<file path="src/obd_pkg.sv">
// Package with opcodes, cycle counts and carrier types for the OR and block output executor.
package obd_pkg;
   // Opcode patterns in the top bits of the first instruction word; block output subcode in bits 3:1.
   localparam logic [6:0] OR_REG_OP = 7'h42;
   localparam logic [6:0] OR_IND_OP = 7'h02;
   localparam logic [6:0] OR_MEM_OP = 7'h22;
   localparam logic [7:0] OR_IMM_WORD_OP = 8'h05;
   localparam logic [7:0] OR_IMM_BYTE_OP = 8'h04;
   localparam logic [6:0] BLK_OUT_OP = 7'h1d;
   localparam logic [2:0] BLK_OUT_DEC_SUB = 3'h5;
   // Field positions.
   localparam int SIZE_BIT = 8;
   localparam int SPECIAL_BIT = 0;
   // Cycle counts per form.
   localparam logic [4:0] CYC_OR_REG = 5'h04;
   localparam logic [4:0] CYC_OR_IMM = 5'h07;
   localparam logic [4:0] CYC_OR_IND = 5'h07;
   localparam logic [4:0] CYC_OR_DA_NS = 5'h09;
   localparam logic [4:0] CYC_OR_DA_SS = 5'h0a;
   localparam logic [4:0] CYC_OR_DA_SL = 5'h0c;
   localparam logic [4:0] CYC_OR_X_NS = 5'h0a;
   localparam logic [4:0] CYC_OR_X_SS = 5'h0a;
   localparam logic [4:0] CYC_OR_X_SL = 5'h0d;
   localparam logic [4:0] CYC_BLK_SETUP = 5'h0b;
   localparam logic [4:0] CYC_BLK_ELEM = 5'h0a;
   localparam logic [4:0] CYC_INT_EXTRA = 5'h07;
   // Reset values.
   localparam logic [15:0] RESET_WORD = 16'h0000;
   // Word sent to the I/O side.
   typedef struct packed {
      logic [15:0] port;
      logic [15:0] data;
      logic word;
      logic special;
   } obd_io_type;
   // Flags produced by an OR.
   typedef struct packed {
      logic zero;
      logic sign;
      logic parity;
   } obd_flag_type;
endpackage

</file>
<file path="src/obd_buf.sv">
// Two-entry buffer with valid and ready on both sides.
module obd_buf #(
   parameter int WIDTH = 34
) (
   input wire logic clk,
   input wire logic rst,
   input wire logic in_valid,
   output logic in_ready,
   input wire logic [WIDTH-1:0] in_data,
   output logic out_valid,
   input wire logic out_ready,
   output logic [WIDTH-1:0] out_data
);
   logic [WIDTH-1:0] mem [2];
   logic [WIDTH-1:0] next_mem [2];
   logic [1:0] count, next_count;
   logic rd, next_rd;
   logic wr, next_wr;

   assign in_ready = (count != 2'h2);
   assign out_valid = (count != 2'h0);
   assign out_data = mem[rd];

   // Next pointer and storage values.
   always_comb begin
      logic push;
      logic pop;
      push = in_valid && in_ready;
      pop = out_valid && out_ready;
      next_mem = mem;
      next_rd = rd;
      next_wr = wr;
      next_count = count;
      if (push) begin
         next_mem[wr] = in_data;
         next_wr = ~wr;
      end
      if (pop) begin
         next_rd = ~rd;
      end
      if (push && !pop) begin
         next_count = count + 2'h1;
      end else if (pop && !push) begin
         next_count = count - 2'h1;
      end
   end

   // Registers the buffer state.
   always_ff @(posedge clk) begin
      if (rst) begin
         count <= 2'h0;
         rd <= 1'b0;
         wr <= 1'b0;
      end else begin
         count <= next_count;
         rd <= next_rd;
         wr <= next_wr;
      end
      mem <= next_mem;
   end
endmodule // obd_buf

</file>
<file path="src/obd_exec.sv">
// Executor for the OR instruction family and the decrementing block output instruction.
// Operation
// - OR writes destination OR source into destination; source stays.
// - Zero and sign from result; byte form sets parity flag.
// - Register OR decoded from its pattern, four cycles.
// - Immediate OR word and byte patterns with data word, seven cycles.
// - Indirect OR needs nonzero source field, seven cycles.
// - Direct OR nine, ten short segmented, twelve long segmented cycles.
// - Indexed OR needs nonzero index; ten, ten, thirteen cycles.
// - Pointer field is word register, or pair when segmented.
// - Each step reads memory at source pointer, writes to port.
// - Plain variants use standard I/O, special variants special I/O.
// - Port address is sixteen bits from destination register.
// - Source pointer drops by one for bytes, two for words.
// - Counter register decrements by one after each transfer.
// - Port register stays unchanged through the instruction.
// - Repeat until decremented counter reaches zero, then finish.
// - Interrupts accepted between any two transfer steps.
// - Instruction start address saved so the instruction resumes.
// - Each accepted interrupt adds seven cycles.
// - Two-word block output format; one bit selects special I/O.
// - Block output takes eleven plus ten cycles per element.
module obd_exec (
   // Clock and reset.
   input wire logic MCLK,
   input wire logic SYS_RST,
   // Instruction input.
   input wire logic START,
   input wire logic [15:0] INSTR_WORD0,
   input wire logic [15:0] INSTR_WORD1,
   input wire logic [31:0] INSTR_PC,
   input wire logic SEGMENTED,
   input wire logic SYSTEM_MODE,
   input wire logic LONG_SEG_ADDR,
   // Operands supplied by the register file and memory stage.
   input wire logic [15:0] DST_VALUE,
   input wire logic [15:0] SRC_VALUE,
   input wire logic [31:0] SRC_PTR,
   input wire logic [15:0] PORT_ADDR,
   input wire logic [15:0] COUNT_VALUE,
   // Memory read for block output.
   output logic [31:0] MEM_ADDR,
   output logic MEM_RD,
   input wire logic MEM_ACK,
   input wire logic [15:0] MEM_DATA,
   // I/O output stream.
   output logic IO_VALID,
   input wire logic IO_READY,
   output obd_pkg::obd_io_type IO_OUT,
   // Interrupt request.
   input wire logic INT_REQ,
   output logic INT_ACCEPT,
   output logic [31:0] SAVED_PC,
   // Results.
   output logic BUSY,
   output logic DONE,
   output logic TRAP_PRIV,
   output logic ILLEGAL,
   output logic [15:0] RESULT,
   output obd_pkg::obd_flag_type FLAGS,
   output logic [31:0] PTR_OUT,
   output logic [15:0] COUNT_OUT,
   output logic [15:0] PORT_OUT,
   output logic OVERFLOW_SET,
   output logic [4:0] CYCLES
);
   typedef enum {IDLE, OR_WAIT, BLK_SETUP, BLK_READ, BLK_PUSH, BLK_WAIT, BLK_INT} obd_state_type;

   obd_state_type state, next_state;
   logic [4:0] timer, next_timer;
   logic [15:0] result, next_result;
   obd_pkg::obd_flag_type flags, next_flags;
   logic [31:0] ptr, next_ptr;
   logic [15:0] count, next_count;
   logic [15:0] port, next_port;
   logic word, next_word;
   logic special, next_special;
   logic [15:0] data, next_data;
   logic [31:0] saved_pc, next_saved_pc;
   logic [31:0] start_pc, next_start_pc;
   logic done, next_done;
   logic trap, next_trap;
   logic illegal, next_illegal;
   logic int_acc, next_int_acc;
   logic vflag, next_vflag;
   logic [4:0] cycles, next_cycles;
   logic last, next_last;
   logic buf_valid;
   logic buf_ready;

   // Decode fields of the first word, and of the second word for block output.
   logic sz;
   logic [3:0] src_reg_field;
   logic is_or_reg, is_or_imm, is_or_ind, is_or_mem, is_blk;
   assign sz = INSTR_WORD0[obd_pkg::SIZE_BIT];
   assign src_reg_field = INSTR_WORD0[7:4];
   assign is_or_reg = INSTR_WORD0[15:9] == obd_pkg::OR_REG_OP;
   assign is_or_imm = INSTR_WORD0[15:8] == obd_pkg::OR_IMM_WORD_OP ||
                      INSTR_WORD0[15:8] == obd_pkg::OR_IMM_BYTE_OP;
   assign is_or_ind = INSTR_WORD0[15:9] == obd_pkg::OR_IND_OP && src_reg_field != 4'h0;
   assign is_or_mem = INSTR_WORD0[15:9] == obd_pkg::OR_MEM_OP;
   assign is_blk = INSTR_WORD0[15:9] == obd_pkg::BLK_OUT_OP &&
                   INSTR_WORD0[3:1] == obd_pkg::BLK_OUT_DEC_SUB && src_reg_field != 4'h0 &&
                   INSTR_WORD1[7:4] != 4'h0;

   // Decode, OR datapath and block output sequencing.
   always_comb begin
      logic [15:0] orv;
      logic [4:0] cyc;
      orv = DST_VALUE | SRC_VALUE;
      cyc = obd_pkg::CYC_OR_REG;
      next_state = state;
      next_timer = timer;
      next_result = result;
      next_flags = flags;
      next_ptr = ptr;
      next_count = count;
      next_port = port;
      next_word = word;
      next_special = special;
      next_data = data;
      next_saved_pc = saved_pc;
      next_start_pc = start_pc;
      next_done = 1'b0;
      next_trap = 1'b0;
      next_illegal = 1'b0;
      next_int_acc = 1'b0;
      next_vflag = vflag;
      next_cycles = cycles;
      next_last = last;
      buf_valid = 1'b0;
      case (state)
         IDLE: begin
            if (START) begin
               if (is_or_reg || is_or_imm || is_or_ind || is_or_mem) begin
                  if (!sz) begin
                     orv = {8'h00, orv[7:0]};
                  end
                  next_result = orv;
                  next_flags.zero = orv == obd_pkg::RESET_WORD;
                  next_flags.sign = sz ? orv[15] : orv[7];
                  next_flags.parity = sz ? flags.parity : ~^orv[7:0];
                  if (is_or_imm) begin
                     cyc = obd_pkg::CYC_OR_IMM;
                  end else if (is_or_ind) begin
                     cyc = obd_pkg::CYC_OR_IND;
                  end else if (is_or_mem && src_reg_field == 4'h0) begin
                     cyc = !SEGMENTED ? obd_pkg::CYC_OR_DA_NS :
                           (LONG_SEG_ADDR ? obd_pkg::CYC_OR_DA_SL : obd_pkg::CYC_OR_DA_SS);
                  end else if (is_or_mem) begin
                     cyc = !SEGMENTED ? obd_pkg::CYC_OR_X_NS :
                           (LONG_SEG_ADDR ? obd_pkg::CYC_OR_X_SL : obd_pkg::CYC_OR_X_SS);
                  end
                  next_cycles = cyc;
                  next_timer = cyc - 5'h01;
                  next_state = OR_WAIT;
               end else if (is_blk) begin
                  if (!SYSTEM_MODE) begin
                     next_trap = 1'b1;
                     next_done = 1'b1;
                  end else begin
                     next_word = sz;
                     next_special = INSTR_WORD0[obd_pkg::SPECIAL_BIT];
                     next_ptr = SEGMENTED ? SRC_PTR : {16'h0000, SRC_PTR[15:0]};
                     next_port = PORT_ADDR;
                     next_count = COUNT_VALUE;
                     next_start_pc = INSTR_PC;
                     next_vflag = 1'b0;
                     next_cycles = obd_pkg::CYC_BLK_SETUP;
                     next_timer = obd_pkg::CYC_BLK_SETUP - 5'h01;
                     next_state = BLK_SETUP;
                  end
               end else begin
                  next_illegal = 1'b1;
                  next_done = 1'b1;
               end
            end
         end
         OR_WAIT: begin
            if (timer == 5'h01) begin
               next_done = 1'b1;
               next_state = IDLE;
            end else begin
               next_timer = timer - 5'h01;
            end
         end
         BLK_SETUP: begin
            if (timer == 5'h01) begin
               next_state = BLK_READ;
            end else begin
               next_timer = timer - 5'h01;
            end
         end
         BLK_READ: begin
            if (MEM_ACK) begin
               next_data = word ? MEM_DATA : {8'h00, MEM_DATA[7:0]};
               next_state = BLK_PUSH;
            end
         end
         BLK_PUSH: begin
            buf_valid = 1'b1;
            if (buf_ready) begin
               next_ptr = SEGMENTED ? {ptr[31:16], ptr[15:0] - (word ? 16'h0002 : 16'h0001)} :
                          ptr - (word ? 32'h0000_0002 : 32'h0000_0001);
               next_count = count - 16'h0001;
               next_last = (count - 16'h0001) == 16'h0000;
               next_timer = obd_pkg::CYC_BLK_ELEM - 5'h03;
               next_state = BLK_WAIT;
            end
         end
         BLK_WAIT: begin
            if (timer != 5'h01) begin
               next_timer = timer - 5'h01;
            end else if (last) begin
               next_vflag = 1'b1;
               next_done = 1'b1;
               next_state = IDLE;
            end else if (INT_REQ) begin
               next_saved_pc = start_pc;
               next_int_acc = 1'b1;
               next_timer = obd_pkg::CYC_INT_EXTRA;
               next_state = BLK_INT;
            end else begin
               next_state = BLK_READ;
            end
         end
         BLK_INT: begin
            if (timer == 5'h01) begin
               next_done = 1'b1;
               next_state = IDLE;
            end else begin
               next_timer = timer - 5'h01;
            end
         end
         default: begin
            next_state = IDLE;
         end
      endcase
   end

   // Registers the executor state.
   always_ff @(posedge MCLK) begin
      if (SYS_RST) begin
         state <= IDLE;
         timer <= 5'h00;
         result <= obd_pkg::RESET_WORD;
         flags <= '0;
         ptr <= 32'h0000_0000;
         count <= obd_pkg::RESET_WORD;
         port <= obd_pkg::RESET_WORD;
         word <= 1'b0;
         special <= 1'b0;
         data <= obd_pkg::RESET_WORD;
         saved_pc <= 32'h0000_0000;
         start_pc <= 32'h0000_0000;
         done <= 1'b0;
         trap <= 1'b0;
         illegal <= 1'b0;
         int_acc <= 1'b0;
         vflag <= 1'b0;
         cycles <= 5'h00;
         last <= 1'b0;
      end else begin
         state <= next_state;
         timer <= next_timer;
         result <= next_result;
         flags <= next_flags;
         ptr <= next_ptr;
         count <= next_count;
         port <= next_port;
         word <= next_word;
         special <= next_special;
         data <= next_data;
         saved_pc <= next_saved_pc;
         start_pc <= next_start_pc;
         done <= next_done;
         trap <= next_trap;
         illegal <= next_illegal;
         int_acc <= next_int_acc;
         vflag <= next_vflag;
         cycles <= next_cycles;
         last <= next_last;
      end
   end

   // Output buffer toward the I/O side.
   obd_buf #(.WIDTH($bits(obd_pkg::obd_io_type))) u_buf (
      .clk(MCLK),
      .rst(SYS_RST),
      .in_valid(buf_valid),
      .in_ready(buf_ready),
      .in_data({port, data, word, special}),
      .out_valid(IO_VALID),
      .out_ready(IO_READY),
      .out_data(IO_OUT)
   );

   // Output drives.
   assign MEM_ADDR = ptr;
   assign MEM_RD = state == BLK_READ;
   assign INT_ACCEPT = int_acc;
   assign SAVED_PC = saved_pc;
   assign BUSY = state != IDLE;
   assign DONE = done;
   assign TRAP_PRIV = trap;
   assign ILLEGAL = illegal;
   assign RESULT = result;
   assign FLAGS = flags;
   assign PTR_OUT = ptr;
   assign COUNT_OUT = count;
   assign PORT_OUT = port;
   assign OVERFLOW_SET = vflag;
   assign CYCLES = cycles;
endmodule // obd_exec

</file>
<file path="config.mk">
export PLATFORM = sky130hd
export DESIGN_NAME = obd_exec
export DESIGN_NICKNAME = d
export VERILOG_FILES = /design/src/obd_pkg.sv /design/src/obd_buf.sv /design/src/obd_exec.sv
export SDC_FILE = /design/constraint.sdc
export NUM_CORES = 1
export LEC_CHECK = 0
export ABC_AREA = 1
export BUFFER_PORTS_ARGS = -buffer_cell sky130_fd_sc_hd__clkbuf_2
export CELL_PAD_IN_SITES_DETAIL_PLACEMENT = 2
export CELL_PAD_IN_SITES_GLOBAL_PLACEMENT = 2
export CORE_MARGIN = 5
export CORE_UTILIZATION = 30
export DETAILED_ROUTE_END_ITERATION = 10
export GPL_ROUTABILITY_DRIVEN = 1
export PLACE_DENSITY_LB_ADDON = 0.3
export SYNTH_ARGS = -nofsm -noshare
export SYNTH_HDL_FRONTEND = slang
export SYNTH_SLANG_ARGS = --single-unit
</file>
<file path="constraint.sdc">
create_clock -name MCLK -period 8 [get_ports MCLK]
set_input_delay 0.8 -clock MCLK [delete_from_list [all_inputs] [get_ports MCLK]]
set_output_delay 0.8 -clock MCLK [all_outputs]
set_load 0.02 [all_outputs]
</file>
After elaboration in Yosys (flattened, before gate mapping). Cells that the tools add are included.

Latch bits: 0. Logic and storage cells: 215. Register bits: 285. Memory bits (read-only): 0. Bits in writable memories: 0. Output and inout bits: 194. Memories: 0.

Add/subtract/negate cells: 7. Multiply operators: 0. Multiplexer cells: 84. Equality and inequality tests: 33. $lt $le $gt $ge: 3. Reduce and logical (&&, ||, !) cells: 48. Shift-type cells: 0. Divide/modulo/power cells: 0. Bitwise gates (word level): 13.

Operator list (count): 32-bit two-way mux (16); 32-bit one-hot mux with 6 select lines (1); 16-bit two-way mux (10); 34-bit two-way mux (4); 32-bit by 3-bit == test with 1-bit output, second input constant (4); 5-bit two-way mux (15); 68-bit bitwise mux (1); 32-bit by 2-bit == test with 1-bit output, second input constant (2); 32-bit one-hot mux with 2 select lines (1); 34-bit demux with 1-bit select (1); 32-bit by 1-bit == test with 1-bit output, second input constant (1); 16-bit zero test (2); 32-bit zero test (1); 16-bit one-hot mux with 2 select lines (1); 32-bit nonzero test (1); 32-bit by 2-bit subtractor with 32-bit output (1); 2-bit != test, second input constant (11); 5-bit one-hot mux with 4 select lines (1); 3-bit two-way mux (6); 1-bit two-way mux (17); 8-bit by 3-bit == test with 1-bit output, second input constant (2); 4-bit two-way mux (4); 16-bit OR (1); 8-bit AND reduction (2); other kinds (38) (82).

Depth between registers and ports, before layout.
Word-level depth: 13. Mapped depth: 15. Depth with buffers taken out: 15.

Hierarchy. From an unflattened synthesis, not the netlist that was laid out.

Cell total of the unflattened synthesis: 1577. Area total of the unflattened synthesis: 11880.1 µm².

By module, submodules not included: obd_exec (times used 1, area an instance 9151.3 µm², seq. area each 3663.5 µm², cells an instance 1365); obd_buf (times used 1, area an instance 2728.9 µm², seq. area each 2122.0 µm², cells an instance 212).

Worst setup path before layout. Ideal clock, no wire load.

Path kind: reg-to-reg. Start point: register state[1]. End point: register u_buf.mem[0] (netlist name) (enable). Period minus slack after synthesis: 2609 ps. Library setup time: 427 ps. Slack: 5391 ps. Arrival: 2183 ps. Path buffers: 0. Stages on the path, launching flop included: 4. Path through: dfxtp_1 nor2_4 nand3_1 nor2_1.

Cells in the longest elaborated chain, start to end: 3.

RTL lines: from (decl) (RTL line obd_exec.sv:69) `obd_state_type state, next_state;`; from (signal assigned) (RTL line obd_exec.sv:264) `state <= next_state;`; 32-bit by 3-bit == test with 1-bit output (RTL line obd_exec.sv:132) `case (state)`; 1-bit two-way mux (RTL line obd_exec.sv:132); 1-bit logical AND (RTL line obd_buf.sv:28) `push = in_valid && in_ready;`; to (signal assigned) (RTL line obd_buf.sv:59) `mem <= next_mem;`; to (decl) (RTL line obd_buf.sv:14) `logic [WIDTH-1:0] mem [2];`.

Every way passes these cells. A chain may end at the register's enable or synchronous reset.

Final worst setup path.
Start point: register state[1]. End point: register ptr[26] (netlist: MEM_ADDR[26]).

Cells in the longest elaborated chain, start to end: 3. Elaborated cells between the ends (all ways): 11. Those cells by class: eq/ne: 7; mux: 1; reduce/logical: 3.

RTL lines: 32-bit by 3-bit == test with 1-bit output / 32-bit zero test (equally long branches) (RTL line obd_exec.sv:132); 2-bit != test (no source line) (tied with other cells); 7-bit AND reduction (no source line); to (signal assigned) (RTL line obd_exec.sv:268) `ptr <= next_ptr;`; to (decl) (RTL line obd_exec.sv:73) `logic [31:0] ptr, next_ptr;`.

Several ways; a longest one is shown, not always the timed one.

==> results by group <==
Global route
  • First-pass GRT wire length: 71340 um
  • GRT Total Usage: 19.85%
  • Antenna violations before repair: 6
  • Vias in the first global route: 12990
  • GR Overflow Total: 0
  • Pin count of the biggest net entering global routing: 99

Worst setup path
  • Crit-path most repeated cell: nand2_1
  • Max FO, Critical Path: 54
  • Slowest-stage cell, CP: nand3_2
  • Worst path required time: 8.46 ns
  • Reg2reg end: MEM_ADDR[26]$_SDFFE_PP0P_
  • R2R Setup Slk: 4.73 ns
  • CP cell instances: nor2_4 > nand2_4 > inv_2 > a211oi_2 > nand3_2 > a21oi_1 > nand2_1 > nand2_1 > inv_1
  • Cell family with most CP delay: simple AND/OR/NAND/NOR gates
  • Reg2Reg Depth: 9
  • CP Buf/Inv Count: 2
  • Critical path type: reg2reg
  • Crit path capture type: flop
  • Critical path launch point type: flop
  • Worst r2r src: state[1]$_SDFFE_PP0P_
  • Max incr delay on CP: 0.63 ns
  • Arrival time worst endpoint: 3.73 ns

Placed design
  • Port Buffers: 365
  • Routability cong.: 0.8124
  • DP Area: 0.01394 mm2
  • Setup WS pre-CTS: 4.482 ns
  • Detailed Place HPWL: 32840 um

Synth
  • Post-synth net total: 1788
  • Synth area leaders: dfxtp_1 31%, edfxtp_1 17%, nand2_1 10%
  • Yosys Warn Count: 0
  • Cell taking the most area after synthesis: dfxtp_1
  • Synth Area in XOR/XNOR: 0.8025%
  • Register area share after synthesis: 48.19%
  • Ys async rst share: 0%
  • Simple logic cell fraction of the synthesized area: 24.71%
  • Mux cell area share after synthesis: 0.08338%
  • Syn avg cell area: 7.550 um2
  • Yosys reg bits: 255
  • Synth top area share: 31.18%
  • Gate Count Post-Synth: 1590
  • Primary FF master, synth: dfxtp_1
  • Synth unique cells: 43
  • Post-Synth Adder-Cell Area: 1.417%
  • Synth Area in Compound Gates: 15.13%
  • Most frequent cell after synthesis: nand2_1
  • Post-Synthesis Cell Area: 0.01201 mm2
  • Number of flops mapped to enable cells by yosys: 68
  • Commonest cells in the netlist: 333 x nand2_1, 259 x nor2_1, 187 x dfxtp_1, 170 x o21ai_0, 135 x a21oi_1
  • Largest family of logic cells by synthesized area: simple AND/OR/NAND/NOR gates

Die
  • Die W: 210.0 um
  • Site Rows: 73
  • Starting density of the core: 30.29%
  • Die area: 0.04412 mm2
  • DIE HEIGHT: 210.0 um
  • Core region area: 0.03964 mm2
  • # IOs: 379

Clock tree
  • Cts repair resizes: 0
  • Clk root buf: clkbuf_16
  • CTS Buffer Depth: 3
  • H-tree Lvls: 1
  • Clk_lat worst skew: 0.57 ns
  • Clock transition at path regs: 0.06 ns
  • Post-CTS Setup Bufs: 0
  • Total CTS buffers: 30
  • CTS tree: built
  • Hold Buf Count CTS: 0
  • Clock sink count: 255

STA
  • Slew @ Worst Pin: 1.117 ns
  • Fmax: 0.3058 GHz
  • Relative slew slack: 25.34%
  • Slew Viols, Final: 0
  • Final worst path period need: 3.270 ns
  • Clock Skews: 0.01434 ns
  • Unrepaired setup endpoints after global routing: no
  • Period utilisation layout: 40.88%
  • Setup ws final: 4.730 ns
  • Setup TNS: 0 ns
  • Final hold violations: 0
  • # setup viols final: 0

Job
  • Max-cap viol count: 0

Hold path
  • Hold Crit Depth: 2
  • WHS Endpoint: SAVED_PC[0]$_SDFFE_PP0P_
  • Hold path start: SAVED_PC[0]$_SDFFE_PP0P_
  • Hold WC Path Type: reg2reg

Power
  • Leak pwr: 0.007036 uW
  • Power density cells: 433.4 mW/mm2
  • Logic pwr share: 52.3%
  • Worst IR drop on VDD: 0.0001681 V
  • Clock power frac: 21.0%
  • NetSw: 3153 uW
  • Switching Share: 48.77%
  • Sequential Power Share: 26.7%
  • Pint: 3312 uW

Route
  • Via count: 11810
  • Number of nets with antenna violations after routing: 0
  • DR DRC count: 0
  • Routed length per placed instance: 18.71 um
  • Drt via density: 4.849
  • Final WL: 45580 um
  • Iteration count of the initial detailed-routing pass: 4
  • DRT iter0 DRCs: 373

Status
  • Outcome: finished, final reports clean

Cells and area
  • Reg area: 0.005786 mm2
  • Final net count: 2084
  • Layout cells sized above 1: 23.77%
  • Area Overhead vs Synth: 24.24%
  • Layout filler cell count: 4701
  • Design Area, Final: 0.01492 mm2
  • Multi-input gate area: 0.005084 mm2
## placed cells by master (no fill, tap or decap), types with 4 or more instances in the layout
cell	count
nand3_1	54
o21a_1	5
clkbuf_1	6
buf_4	7
clkbuf_2	365
o21ai_1	13
clkinv_2	6
nor3_1	22
nand2_1	333
a211oi_1	7
clkbuf_16	30
edfxtp_1	68
nor2_1	257
dfxtp_1	187
nor2_4	7
o21ai_0	170
a21oi_2	7
inv_2	7
ha_1	12
clkinv_1	10
a21oi_1	135
nand2_4	4
inv_1	133
xor2_1	8
nand4_1	19
## layout make-up
| cell class | instances | share of cell area, % |
|---|---|---|
| timing repair buffer | 372 | 12.60 |
| clock inverter | 19 | 1.250 |
| antenna | 1 | 0.01678 |
| inverter | 142 | 3.582 |
| multi-input combinational | 1085 | 34.08 |
| sequential | 255 | 38.79 |
| tap | 525 | 4.404 |
| clock buffer | 37 | 5.276 |
## per-layer routing
layer  routed length (um)  vias to the layer above  track usage, %
met4                  696                        8           3.848
li1                     -                     5741               -
met5                   55                        -               0
met2                22750                      255           35.83
met1                19520                     5760           24.66
met3                 2559                       49           4.167
## power by group through the flow
stage | Combinational, uW | Clock, uW | Sequential [uW]
2_1_floorplan | 2360 | 0 | 1810
3_3_place_gp | 3280 | 0 | 1750
3_5_place_dp | 3420 | 0 | 1760
4_1_cts | 3450 | 1400 | 1730
5_1_grt | 3840 | 1460 | 1760
6_report | 3380 | 1360 | 1730
## tightest hold or removal path, stage by stage, from the launching register on
cell and delay (ns):
dfxtp_1 0.31, inv_1 0.05, a21oi_1 0.05
## worst max-delay path by stage
stage,end,depth (start not counted),start
after global placement,SAVED_PC[3]$_SDFFE_PP0P_,6,SYS_RST
after floorplan,u_buf.mem[0]$_DFFE_PP_,3,state[1]$_SDFFE_PP0P_
after global routing,MEM_ADDR[26]$_SDFFE_PP0P_,9,state[1]$_SDFFE_PP0P_
after detailed placement,RESULT[9]$_SDFFE_PP0P_,6,SYS_RST
final,MEM_ADDR[26]$_SDFFE_PP0P_,9,state[1]$_SDFFE_PP0P_
after CTS,MEM_ADDR[26]$_SDFFE_PP0P_,9,state[1]$_SDFFE_PP0P_
## cells by family (layout without fill, tap and decap cells)
kind of cell | count (synthesis) | in the layout
AND/OR/NAND/NOR | 714 | 714
adder cells (fa/ha/maj) | 13 | 13
multiplexers | 1 | 1
other | 1 | 2
flip-flops | 255 | 255
buffers and inverters | 250 | 570
XOR/XNOR | 11 | 11
AO/OA/AOI/OAI | 345 | 345
## sequential cells by signal (all words and copies together), names as in the netlist, 4 cells and up
register and cells:
COUNT_OUT 16, CYCLES 4, MEM_ADDR 32, PORT_OUT 16, RESULT 16, SAVED_PC 32, data 16, start_pc 32
timer 5, u_buf.mem 68
## metrics by stage
step / cells / hold slack [ns] / total power [uW] / util, %
2_1_floorplan: 1590 / 0.4203 / 4178 / -
3_3_place_gp: 2379 / 0.4293 / 5022 / 35.17
3_5_place_dp: 2379 / 0.4393 / 5176 / 35.17
4_1_cts: 2435 / 0.4196 / 6587 / 37.62
5_1_grt: 2436 / 0.4336 / 7056 / 37.63
6_report: 2436 / 0.4449 / 6465 / 37.63
Note: power is estimated with default switching activity, not from simulation.
